`config.mk`:
```
export PLATFORM = sky130hd
export DESIGN_NAME = sdr_data_recovery_unit
export DESIGN_NICKNAME = d
export VERILOG_FILES = /design/src/rtl/sdr_pkg.sv /design/src/rtl/sdr_data_recovery_unit.sv /design/src/rtl/sdr_bit_picker.sv
export SDC_FILE = /design/constraint.sdc
export NUM_CORES = 1
export LEC_CHECK = 0
export ABC_AREA = 1
export BUFFER_PORTS_ARGS = -buffer_cell sky130_fd_sc_hd__clkbuf_2
export CORE_MARGIN = 3
export CORE_UTILIZATION = 40
export DETAILED_ROUTE_END_ITERATION = 8
export GPL_TIMING_DRIVEN = 0
export SYNTH_ARGS = -nofsm -noshare
export SYNTH_HDL_FRONTEND = slang
export SYNTH_SLANG_ARGS = --single-unit
```
`constraint.sdc`:
```
create_clock -name clk_i -period 34.7 [get_ports clk_i]
set_clock_uncertainty 0.15 [all_clocks]
set_input_delay 6.94 -clock clk_i [delete_from_list [all_inputs] [get_ports clk_i]]
set_output_delay 6.94 -clock clk_i [all_outputs]
set_load 0.01 [all_outputs]
```
`src/rtl/sdr_pkg.sv`:
```
// constants for the over-sampled data recovery unit
// Operation
// - detect transitions, pick sample point, output bits
// - works for eight to eleven times over-sampling
// - no reliance on sampler clock recovery lock
// - variant 1 divides reference clock by ten
// - variant 1 stretches period to nine or eleven
// - variant 1 data changes on word clock rise
// - variant 1 tolerates unlocked local reference
// - variant 2 one-cycle enable per division period
// - variant 2 divides by four to ten, halves
// - variant 2 inserts or removes one cycle
// - variant 2 data updates only with enable
// - sampler clock moves words into input stage
package sdr_pkg;
  localparam int SAMPLE_W = 20;
  localparam int REC_W = 10;
  localparam int CNT_W = 5;
  localparam int NBIT_W = 2;
  localparam int MAX_BITS = 3;
  localparam int ACC_W = 24;
  localparam int LVL_W = 5;
  localparam int DIV_W = 4;
  localparam logic [DIV_W-1:0] V1_DIV = 4'h000a;
  localparam logic [LVL_W-1:0] LVL_LOW = 5'h0000a;
  localparam logic [LVL_W-1:0] LVL_HIGH = 5'h00010;
  localparam logic [DIV_W-1:0] RST_PERIOD_CNT = 4'h0000;
  localparam logic [CNT_W-1:0] RST_RUN_CNT = 5'h00000;
endpackage

```
`src/rtl/sdr_data_recovery_unit.sv`:
```
// data recovery unit top: input stage, bit store and word-rate timing
`timescale 1ns/100ps
module sdr_data_recovery_unit
  import sdr_pkg::*;
(
  // clock and reset
  input wire logic clk_i,
  input wire logic sys_rst_i,
  // sampler side
  input wire logic [SAMPLE_W-1:0] sampler_word_out_i,
  input wire logic [3:0] osr_i,
  // timing selection
  input wire logic variant2_i,
  input wire logic [DIV_W-1:0] div_i,
  input wire logic div_half_i,
  // recovered output
  output logic [REC_W-1:0] rec_word_o,
  output logic word_clk_o,
  output logic word_rate_enable_o
);
  logic [SAMPLE_W-1:0] in_a;
  logic [SAMPLE_W-1:0] in_b;
  logic [MAX_BITS-1:0] bits;
  logic [NBIT_W-1:0] nbits;
  logic [ACC_W-1:0] acc;
  logic [LVL_W-1:0] lvl;
  logic [DIV_W-1:0] pcnt;
  logic [DIV_W-1:0] plen;
  logic alt;
  logic started;
  logic [ACC_W-1:0] next_acc;
  logic [LVL_W-1:0] next_lvl;
  logic [DIV_W-1:0] next_pcnt;
  logic [DIV_W-1:0] next_plen;
  logic next_alt;
  logic next_started;
  logic [REC_W-1:0] next_rec;
  logic next_wclk;
  logic next_en;
  logic [DIV_W-1:0] nominal;
  logic period_end;

  // free-running sampler words; nothing here waits on its loop lock
  always_ff @(posedge clk_i) begin
    in_a <= sampler_word_out_i;
    in_b <= in_a;
  end

  sdr_bit_picker #(
    .W(SAMPLE_W)
  ) u_picker (
    .clk_i(clk_i),
    .sys_rst_i(sys_rst_i),
    .word_i(in_b),
    .osr_i(osr_i),
    .bits_o(bits),
    .nbits_o(nbits)
  );

  always_comb begin
    // variant 1 nominal ten; variant 2 the set divider, alternating for halves
    if (variant2_i) begin
      nominal = div_i + {3'b000, div_half_i & alt};
    end else begin
      nominal = V1_DIV;
    end
    period_end = (pcnt == plen - 4'h1);
    next_acc = acc;
    next_lvl = lvl;
    next_pcnt = pcnt + 4'h1;
    next_plen = plen;
    next_alt = alt;
    next_started = started;
    next_rec = rec_word_o;
    next_en = 1'b0;
    if (period_end) begin
      next_pcnt = RST_PERIOD_CNT;
      next_alt = ~alt;
      // the bit store level steers the next period, tracking the real data rate
      if (lvl >= LVL_HIGH) begin
        next_plen = nominal - 4'h1;
      end else if (lvl < LVL_LOW + 5'h00002) begin
        next_plen = nominal + 4'h1;
      end else begin
        next_plen = nominal;
      end
      if (lvl >= LVL_LOW) begin
        next_rec = acc[REC_W-1:0];
        next_acc = acc >> REC_W;
        next_lvl = lvl - LVL_LOW;
        next_en = 1'b1;
        next_started = 1'b1;
      end
    end
    for (int i = 0; i < MAX_BITS; i++) begin
      if (i < int'(nbits) && int'(next_lvl) < ACC_W) begin
        next_acc[next_lvl] = bits[i];
        next_lvl = next_lvl + 5'h00001;
      end
    end
    // word clock high during the first half rounded up, so a three-cycle period still holds it
    // for two cycles; it only ever rises with an enable, so a refused period keeps it low
    next_wclk = started && word_clk_o && (next_pcnt != RST_PERIOD_CNT) &&
      (next_pcnt < (next_plen - {1'b0, next_plen[DIV_W-1:1]}));
    if (next_en) begin
      next_wclk = 1'b1;
    end
  end

  always_ff @(posedge clk_i) begin
    if (sys_rst_i) begin
      acc <= '0;
      lvl <= '0;
      pcnt <= RST_PERIOD_CNT;
      plen <= V1_DIV;
      alt <= 1'b0;
      started <= 1'b0;
      rec_word_o <= '0;
      word_clk_o <= 1'b0;
      word_rate_enable_o <= 1'b0;
    end else begin
      acc <= next_acc;
      lvl <= next_lvl;
      pcnt <= next_pcnt;
      plen <= next_plen;
      alt <= next_alt;
      started <= next_started;
      rec_word_o <= next_rec;
      word_clk_o <= next_wclk;
      word_rate_enable_o <= next_en;
    end
  end
endmodule // sdr_data_recovery_unit

```
`src/rtl/sdr_bit_picker.sv`:
```
// bit picker: finds transitions in one sample word and emits centred bits
`timescale 1ns/100ps
module sdr_bit_picker
  import sdr_pkg::*;
#(
  parameter int W = SAMPLE_W
) (
  // clock and reset
  input wire logic clk_i,
  input wire logic sys_rst_i,
  // sample word in
  input wire logic [W-1:0] word_i,
  input wire logic [3:0] osr_i,
  // bits out
  output logic [MAX_BITS-1:0] bits_o,
  output logic [NBIT_W-1:0] nbits_o
);
  logic prev;
  logic [CNT_W-1:0] run;
  logic next_prev;
  logic [CNT_W-1:0] next_run;
  logic [MAX_BITS-1:0] next_bits;
  logic [NBIT_W-1:0] next_nbits;
  logic [CNT_W-1:0] half;
  logic [CNT_W-1:0] wrap;

  // a transition restarts the run count, so any rate from 8x to 11x resyncs each edge
  always_comb begin
    half = {2'b00, osr_i[3:1]};
    wrap = half + {1'b0, osr_i};
    next_prev = prev;
    next_run = run;
    next_bits = '0;
    next_nbits = '0;
    for (int i = 0; i < W; i++) begin
      if (word_i[i] != next_prev) begin
        next_run = '0;
      end else if (next_run != {CNT_W{1'b1}}) begin
        next_run = next_run + 5'h0001;
      end
      if (next_run == wrap) begin
        next_run = half;
      end
      // extra decisions beyond three per word are dropped; cannot occur at 8x or slower
      if (next_run == half && next_nbits != 2'h3) begin
        next_bits[next_nbits] = word_i[i];
        next_nbits = next_nbits + 2'h1;
      end
      next_prev = word_i[i];
    end
  end

  always_ff @(posedge clk_i) begin
    if (sys_rst_i) begin
      prev <= 1'b0;
      run <= RST_RUN_CNT;
      bits_o <= '0;
      nbits_o <= '0;
    end else begin
      prev <= next_prev;
      run <= next_run;
      bits_o <= next_bits;
      nbits_o <= next_nbits;
    end
  end
endmodule // sdr_bit_picker

```
# Word-level counts from Yosys, hierarchy flattened
# Index checks and enable logic that the tools add are counted.
[op_classes] order_cmp=54 n_addsub=50 eq_ne=100 mux=184 reduce_logical=49 n_bitwise=2
[ops] operator="5-bit 2-to-1 mux" n=65
[ops] operator="24-bit 2-to-1 mux" n=5
[ops] operator="5-bit by 1-bit adder with 5-bit output, second input constant" n=23
[ops] operator="5-bit by 3-bit equality test with 1-bit output" n=20
[ops] operator="5-bit equality test" n=20
[ops] operator="5-bit inequality test, second input constant" n=20
[ops] operator="24-bit bitwise mux" n=3
[ops] operator="3-bit bitwise mux" n=19
[ops] operator="3-bit 2-to-1 mux" n=19
[ops] operator="2-bit by 3-bit < comparator with 1-bit output, second input constant" n=18
[ops] operator="1-bit logical AND" n=47
[ops] operator="1-bit demux with 2-bit select" n=19
[ops] operator="2-bit 2-to-1 mux" n=19
[ops] operator="2-bit by 1-bit adder with 2-bit output, second input constant" n=18
[ops] operator="2-bit by 1-bit greater-or-equal comparator with 1-bit output, second input constant" n=18
[ops] operator="2-bit inequality test, second input constant" n=18
[ops] operator="1-bit 2-to-1 mux" n=27
[ops] operator="4-bit 2-to-1 mux" n=5
[ops] operator="1-bit inequality test" n=20
[ops] operator="5-bit by 6-bit < comparator with 1-bit output, second input constant" n=3
[ops] operator="1-bit demux with 5-bit select" n=3
[ops] operator="5-bit by 1-bit greater-or-equal comparator with 1-bit output, second input constant" n=3
[ops] operator="5-bit < comparator, second input constant" n=3
[ops] operator="4-bit by 1-bit adder with 4-bit output, second input constant" n=2
[ops] operator="other kinds (20)" n=22
[word_totals] ff_bits=102 output_inout_bits=12 in_bits=32

# Logic depth before layout (Yosys ltp)
# Gate-level depths: netlist of run 1.
[logic_depth] depth_word=104 mapped_depth=259 mapped_depth_nobuf=254

# Hierarchy
# From an unflattened synthesis of run 1, not the netlist that was laid out.
[hier_totals] cells_unflattened=2626 area_unflattened_um2=16866.2
[by_module_without_submodules] module="sdr_bit_picker" cells_each=1902 area_each_um2=11868.9 n_inst=1
[by_module_without_submodules] module="sdr_data_recovery_unit" cells_each=724 area_each_um2=4997.3 n_inst=1

# Least setup slack after synthesis of run 1
# Ideal clock, no wire load.
[synth_timing] path_type="input-to-reg" start="input osr_i[2]" end="register u_picker.nbits_o[0]" stages=172 slack_ns=2.087 t_arrival_ns=32.350 cell_sequence="buf_4 -> buf_4 -> clkinv_1 -> clkbuf_1 -> buf_4 -> fa_1 -> xnor2_2 -> inv_2 -> nand2_1 -> nand3_1 -> nor2_4 -> nand3_1 -> nand2_1 -> ha_1 -> inv_1 -> nor2_1 -> nand3_2 -> nand2_1 -> (+136 left out) -> ha_1 -> nor2_1 -> nand3_1 -> a2111o_1 -> xor2_1 -> inv_1 -> ha_1 -> a21oi_1 -> o21ai_1 -> nor3_1 -> nand2_1 -> xor2_1 -> ha_1 -> nand3b_1 -> nor2_4 -> nand3_2 -> nor2_1 -> nor2_1"
[synth_between] elab_chain_cells=101 elab_cells_between_ends=214
[synth_rtl] element="start, declared" line_no="sdr_data_recovery_unit.sv:11" text="input wire logic [3:0] osr_i,"
[synth_rtl] element="3-bit by 4-bit adder with 5-bit output" line_no="sdr_bit_picker.sv:30" text="wrap = half + {1'b0, osr_i};"
[synth_rtl] element="5-bit equality test" line_no="sdr_bit_picker.sv:41" text="if (next_run == wrap) begin"
[synth_rtl] element="5-bit 2-to-1 mux" line_no="sdr_bit_picker.sv:41"
[synth_rtl] element="5-bit by 1-bit adder with 5-bit output / 5-bit inequality test (equally long branches)" line_no="sdr_bit_picker.sv:39, sdr_bit_picker.sv:38"
[synth_rtl] element="5-bit 2-to-1 mux" line_no="sdr_bit_picker.sv:38" text="end else if (next_run != {CNT_W{1'b1}}) begin"
[synth_rtl] element="5-bit 2-to-1 mux" line_no="sdr_bit_picker.sv:36" text="if (word_i[i] != next_prev) begin"
[synth_rtl] element="5-bit equality test" line_no="sdr_bit_picker.sv:41"
[synth_rtl] element="5-bit 2-to-1 mux" line_no="sdr_bit_picker.sv:41"
[synth_rtl] element="(+85 left out)"
[synth_rtl] element="5-bit by 1-bit adder with 5-bit output / 5-bit inequality test (equally long branches)" line_no="sdr_bit_picker.sv:39, sdr_bit_picker.sv:38"
[synth_rtl] element="5-bit 2-to-1 mux" line_no="sdr_bit_picker.sv:38"
[synth_rtl] element="5-bit 2-to-1 mux" line_no="sdr_bit_picker.sv:36"
[synth_rtl] element="5-bit equality test" line_no="sdr_bit_picker.sv:41"
[synth_rtl] element="5-bit 2-to-1 mux" line_no="sdr_bit_picker.sv:41"
[synth_rtl] element="5-bit by 3-bit equality test with 1-bit output" line_no="sdr_bit_picker.sv:45" text="if (next_run == half && next_nbits != 2'h3) begin"
[synth_rtl] element="1-bit logical AND" line_no="sdr_bit_picker.sv:45"
[synth_rtl] element="2-bit 2-to-1 mux *" line_no="sdr_bit_picker.sv:45"
[synth_rtl] element="end signal, assigned" line_no="sdr_bit_picker.sv:63" text="nbits_o <= next_nbits;"
[synth_rtl] element="end, declared" line_no="sdr_bit_picker.sv:16" text="output logic [NBIT_W-1:0] nbits_o"
# Every way passes the cells marked *; elsewhere a longest branch is shown, timed or not.
# A chain may end at the register's enable or synchronous reset.

# Worst setup path after layout of run 1
[layout_timing] start="input osr_i[1]" end="register u_picker.nbits_o[0]"
# Same word-level chain as after synthesis.

==> impl_metrics.env, run 1 <==
export IMPL_r2r_end="u_picker.nbits_o[0]"
export IMPL_reg2reg_slack_ns=8.14
export IMPL_grt_max_degree=21
export IMPL_synth_cell_types=54
export IMPL_clkLatencyLatePin_ns=0.39
export IMPL_cts_buffer_depth=2
export IMPL_grt_pass1_wl_mm=78.8
export IMPL_dp_slack_ns=-5.19
export IMPL_final_hold_violation_count=0
export IMPL_critPathMaxStageDelay_ns=0.46
export IMPL_core_area_mm2=0.0369
export IMPL_dr_pass1_iters=6
export IMPL_period_share_pct=96.1
export IMPL_netlist_top_cells_area="nand2_1 (17%), dfxtp_1 (14%), ha_1 (10%)"
export IMPL_cts_sinks=102
export IMPL_yosys_area_top_type="nand2_1"
export IMPL_critPathMostFrequentCell="nand2_1"
export IMPL_pwr_share_clk_pct=5.1
export IMPL_holdBufCountCts=0
export IMPL_ctsRootBufferMaster="clkbuf_16"
export IMPL_hold_end="in_b[7]"
export IMPL_comb_power_share_pct=88.6
export IMPL_port_buffers=42
export IMPL_fin_util_pct=50.8
export IMPL_area_delta_synth_final_pct=24.0
export IMPL_reg2reg_depth=218
export IMPL_min_path_type="reg -> reg"
export IMPL_rows=70
export IMPL_drive_gt1_share_pct=25.2
export IMPL_design_area_mm2=0.0187
export IMPL_finalSetupViolCount=0
export IMPL_drv_cap=0
export IMPL_die_h_um=200
export IMPL_report_final_slew_viol_count=0
export IMPL_synth_seq_area_share_pct=13.5
export IMPL_syn_nets=2681
export IMPL_ys_top_cells_by_count="nand2_1 (693), inv_1 (344), nand3_1 (276)"
export IMPL_worstSetupPathType="in -> reg"
export IMPL_grt_pass1_vias=15399
export IMPL_drc=0
export IMPL_ant_nets=0
export IMPL_yosys_warnings=0
export IMPL_whs_path_depth=0
export IMPL_end_kind="flop"
export IMPL_cts_made_buffers=9
export IMPL_start_util_pct=40.9
export IMPL_cts_max_level=3
export IMPL_status="finished, final reports clean"
export IMPL_hold_start="in_a[7]"
export IMPL_antenna_found_initial=1
export IMPL_syn_inst=2526
export IMPL_seqPwrFrac_pct=6.3
export IMPL_grt_usage_pct=23.7
export IMPL_netSwitchingFraction_pct=57.5
export IMPL_crit_slowest_cell="a2111oi_4"
export IMPL_max_freq_mhz=30.0
export IMPL_syn_avg_cell_area_um2=5.98
export IMPL_relSlewSlack_pct=39.6
export IMPL_worst_slew_pin_slew_ns=0.906
export IMPL_power_density_mw_per_mm2=116
export IMPL_routedWlPerCell_um=16.3
export IMPL_crit_path_max_fanout=10
export IMPL_pin_count=44
export IMPL_synth_edf_count=0
export IMPL_finish_net_count=2873
export IMPL_p_int_mw=0.920
export IMPL_die_area_mm2=0.0401
export IMPL_r2r_start="u_picker.run[0]"
export IMPL_leakage_nw=9.29
export IMPL_yosysMostFrequentCell="nand2_1"
export IMPL_clkTransAtPathRegs_ns=0.08
export IMPL_synth_top_cell_area_share_pct=17.2
export IMPL_ys_flop_type="dfxtp_1"
export IMPL_peakVddDrop_v=0.000113
export IMPL_p_switching_mw=1.24
export IMPL_place_gp_congestion=0.968
export IMPL_cp_start_kind="input port"
export IMPL_die_w_um=200
export IMPL_overflow=0
export IMPL_dp_hpwl_mm=36.7
export IMPL_dpl_cell_area_mm2=0.0159
export IMPL_required_ns=34.88
export IMPL_cp_data_arrival_time_ns=33.54
export IMPL_vias=17566
export IMPL_finalWorstSetupSlack_ns=1.34
export IMPL_syn_area_mm2=0.0151
export IMPL_ys_async_sr_fraction_pct=0
export IMPL_ys_ff_latch=102
export IMPL_drt_vias_per_instance=5.44
export IMPL_cts_tree="built"
export IMPL_drt_total_wl_mm=52.5
export IMPL_drtIter0Drc=1215
export IMPL_fin_crit_ns=33.36
==> worst max-delay path by stage <==
stage	start	endpoint	slack (ns)	cells past startpoint
floorplan	osr_i[2]	u_picker.nbits_o[0]	2.09	172
global placement	osr_i[2]	u_picker.bits_o[1]	-4.68	174
detailed placement	osr_i[2]	u_picker.bits_o[1]	-5.19	174
CTS	osr_i[2]	u_picker.bits_o[0]	0.008	178
global route	osr_i[2]	u_picker.nbits_o[0]	-0.77	219
finish	osr_i[1]	u_picker.nbits_o[0]	1.34	222
==> through the flow <==
step | hold WS, ns | power [mW] | cells | setup TNS (ns)
after floorplan | 0.160 | 1.37 | 2526 | 0
after global placement | 0.160 | 1.69 | 3072 | -34.38
after detailed placement | 0.162 | 1.73 | 3072 | -38.40
after CTS | 0.180 | 1.93 | 3115 | 0
after global routing | 0.187 | 2.42 | 3227 | -4.77
final | 0.179 | 2.16 | 3228 | 0
==> final cells by class <==
class,instances,area (µm²)
tap,504,631
multi-input combinational,1971,12600
sequential,102,2040
buffer,60,385
clock buffer,9,225
inverter,392,1490
fill,3750,18200
timing repair buffer,182,1270
clock inverter,7,72.6
antenna,1,2.50
==> critical path, delay by kind of cell <==
family,cells,cell delay (ns)
simple gates,171,18.13
fa+ha+maj,19,3.78
buf+inv,22,2.12
compound gates,7,1.84
xor+xnor,3,0.63
==> metal layers <==
metal	part of all wire, %	track usage, %	vias up
li1	-	-	8713
met1	44	32.5	8054
met2	45	38.4	658
met3	7.4	3.84	141
met4	3.3	7.05	0
met5	0	0	-
==> cells in the final DEF, fill, tap and decap left out, types with 23 or more instances in the layout <==
cell type / instances
nand2_1: 584
inv_1: 338
nand3_1: 227
nand2_2: 160
nor2_1: 159
buf_4: 148
dfxtp_1: 102
ha_1: 101
nand4_1: 95
o21ai_0: 83
nand3_2: 60
nor3_1: 51
nor2_4: 42
a21oi_1: 41
clkbuf_2: 40
xor2_1: 37
nand2_4: 34
inv_2: 30
o22ai_1: 25
nor2_2: 24
clkbuf_1: 23
==> power groups by stage <==
stage	sequential, mW	combinational (mW)	clock [mW]
2_1_floorplan	0.137	1.23	0
5_1_grt	0.138	2.16	0.118
4_1_cts	0.137	1.67	0.114
3_3_place_gp	0.140	1.55	0
3_5_place_dp	0.140	1.59	0
6_report	0.137	1.92	0.110
==> flip-flops by register name, summed over array words and instances, names as in the netlist <==
signal,cells
acc,24
in_a,20
in_b,20
rec_word_o,10
lvl,5
u_picker.run,5
pcnt,4
plen,4
u_picker.bits_o,3
u_picker.nbits_o,2
alt,1
started,1
u_picker.prev,1
word_clk_o,1
word_rate_enable_o,1
==> cell families after synthesis <==
logic type / after synthesis / share of synthesized area (%)
buf+inv: 453 / 12.0
flops: 102 / 13.5
compound gates: 289 / 12.3
simple gates: 1484 / 47.3
xor+xnor: 53 / 3.12
fa+ha+maj: 123 / 10.3
mux: 22 / 1.48
==> what timing repair did <==
action,CTS,global route
resized for setup,77,275
buffers inserted,27,113
pin swaps,31,126
setup endpoints to repair,10,10
No activity file was read; power rests on OpenSTA's default activity.
==> run 2, diff against run 1 <==
--- a/config.mk
+++ b/config.mk
@@ -8,9 +8,10 @@
 export ABC_AREA = 1
 export BUFFER_PORTS_ARGS = -buffer_cell sky130_fd_sc_hd__clkbuf_2
 export CORE_MARGIN = 3
-export CORE_UTILIZATION = 40
+export CORE_UTILIZATION = 60
 export DETAILED_ROUTE_END_ITERATION = 8
 export GPL_TIMING_DRIVEN = 0
+export PLACE_DENSITY = 0.77
 export SYNTH_ARGS = -nofsm -noshare
 export SYNTH_HDL_FRONTEND = slang
 export SYNTH_SLANG_ARGS = --single-unit
==> run 2 against run 1 <==
- the flow now finishes with violations (DRC)
- critical path type unchanged
- cell count shrank 5.5%
- die area fell by 32%
- critical path depth up 7
- highest routed layer unchanged
- sequential share of layout area increased by 0.17 points
==> impl_metrics.env, run 2 (synthesis gave the netlist of run 1 again) <==
export IMPL_status="finished with violations"
export IMPL_violations="DRC"
export IMPL_crit_slowest_cell="fa_2"
export IMPL_place_gp_congestion=1.02
export IMPL_cts_max_level=3
export IMPL_start_util_pct=61.5
export IMPL_r2r_start="u_picker.run[0]"
export IMPL_largest_reg_flops=24
export IMPL_min_path_type="reg -> reg"
export IMPL_drt_total_wl_mm=51.6
export IMPL_hold_ws_ns=0.179
export IMPL_ctsRootBufferMaster="clkbuf_16"
export IMPL_cp_data_arrival_time_ns=33.86
export IMPL_grt_pass1_wl_mm=74.6
export IMPL_hold_start="in_a[9]"
export IMPL_grt_max_degree=17
export IMPL_dp_cells=2892
export IMPL_antenna_found_initial=0
export IMPL_core_area_mm2=0.0245
export IMPL_fillers=1951
export IMPL_rows=57
export IMPL_finish_net_count=2878
export IMPL_leakage_nw=9.30
export IMPL_critPathMostFrequentCell="nand2_1"
export IMPL_reg2reg_slack_ns=7.71
export IMPL_grt_pass1_vias=15215
export IMPL_cp_start_kind="input port"
export IMPL_grt_usage_pct=33.8
export IMPL_critPathMaxStageDelay_ns=0.44
export IMPL_drc=2
export IMPL_dp_hpwl_mm=34.2
export IMPL_drt_vias_per_instance=5.98
export IMPL_required_ns=34.76
export IMPL_final_cell_mix="nand2_1 (591), inv_1 (337), nand3_1 (236)"
export IMPL_clkTransAtPathRegs_ns=0.07
export IMPL_routedWlPerCell_um=16.9
export IMPL_report_final_slew_viol_count=0
export IMPL_setup_tns_ns=0
export IMPL_fin_util_pct=75.1
export IMPL_ant_nets=0
export IMPL_dr_pass1_iters=9
export IMPL_whs_path_depth=0
export IMPL_layout_commonest_cell="nand2_1"
export IMPL_reg2reg_depth=225
export IMPL_r2r_end="u_picker.bits_o[0]"
export IMPL_port_buffers=42
export IMPL_pin_count=44
export IMPL_max_freq_mhz=29.6
export IMPL_drtIter0Drc=1858
export IMPL_relSlewSlack_pct=44.6
export IMPL_overflow=0
export IMPL_stdcell_count=3050
export IMPL_cts_sinks=102
export IMPL_die_w_um=165
export IMPL_period_share_pct=97.4
export IMPL_reg_top3="acc x24, in_a x20, in_b x20"
export IMPL_drv_cap=0
export IMPL_die_area_mm2=0.0271
export IMPL_dp_slack_ns=-4.12
export IMPL_peakVddDrop_v=0.000314
export IMPL_final_hold_violation_count=0
export IMPL_hold_end="in_b[9]"
export IMPL_finalWorstSetupSlack_ns=0.894
export IMPL_vias=18252
export IMPL_drive_gt1_share_pct=24.1
export IMPL_area_delta_synth_final_pct=22.1
export IMPL_cts_buffer_depth=2
export IMPL_power_density_mw_per_mm2=113
export IMPL_die_h_um=165
export IMPL_finalSetupViolCount=0
export IMPL_antenna_cells=0
export IMPL_end_kind="flop"
export IMPL_largest_register="acc"
export IMPL_fin_crit_ns=33.81
export IMPL_worst_slew_pin_slew_ns=0.832
export IMPL_crit_path_max_fanout=10
export IMPL_cts_made_buffers=9
export IMPL_worstSetupPathType="in -> reg"
export IMPL_clkLatencyLatePin_ns=0.38
export IMPL_cts_tree="built"
[run 2: cell types whose count changed in the layout (fill, tap and decap cells not counted), moves of 4 or more]
| cell | change |
|---|---|
| nand3_1 | +9 |
| nand2_1 | +7 |
| nand2_2 | -6 |
| buf_4 | +4 |
| nor2_2 | -7 |
| nor2_4 | +4 |
| nand3_2 | -12 |
| a21oi_2 | -4 |
[run 2: repair_timing]
action                     4_1_cts  5_1_grt
hold buffers                     0        0
setup endpoints to repair       10       10
resized for setup               68      261
pin swaps                       26      139
buffers inserted                21      124
[run 2: critical path: cells and delay by family]
family	cells	cell delay (ns)
AO/OA/AOI/OAI	4	0.70
XOR/XNOR	1	0.17
adder cells (fa/ha/maj)	19	3.61
buffers and inverters	23	2.22
AND/OR/NAND/NOR	182	20.09
[run 2: worst max-delay path by stage]
stage / startpoint / end / slack (ns) / depth (start not counted)
after floorplan: osr_i[2] / u_picker.nbits_o[0] / 2.09 / 172
after global placement: osr_i[2] / u_picker.bits_o[0] / -3.18 / 166
after detailed placement: osr_i[2] / u_picker.bits_o[0] / -4.12 / 166
after CTS: osr_i[2] / u_picker.bits_o[0] / 0.002 / 245
after global routing: osr_i[1] / u_picker.nbits_o[0] / -1.12 / 233
final: osr_i[1] / u_picker.bits_o[0] / 0.89 / 229
[run 2: stage by stage]
step / area (µm²) / power (mW)
2_1_floorplan: 15100 / 1.37
3_3_place_gp: 15700 / 1.66
3_5_place_dp: 15700 / 1.71
4_1_cts: 16400 / 1.86
5_1_grt: 18400 / 2.36
6_report: 18400 / 2.09
[run 2: cell type report]
class | instances | area (µm²) | area share, %
tap | 324 | 405 | 2.20
multi-input combinational | 1971 | 12500 | 67.9
timing repair buffer | 187 | 1310 | 7.09
clock buffer | 10 | 239 | 1.30
buffer | 60 | 390 | 2.12
inverter | 392 | 1490 | 8.10
clock inverter | 4 | 33.8 | 0.183
sequential | 102 | 2040 | 11.1
[run 2: power by group]
part / internal [mW] / switching (mW)
registers: 0.129 / 0.00830
clock network: 0.0507 / 0.0518
logic: 0.708 / 1.14
total: 0.887 / 1.20
[run 2: layer usage]
layer  wire, µm  share of wire [%]  global-route usage [%]  vias to the layer above
met2      23700                 46                    56.4                     1068
li1           -                  -                       -                     8721
met1      20100                 39                    43.7                     8211
met5          0                  0                       0                        -
met3       5310                 10                    5.59                      252
met4       2560                5.0                    12.5                        0
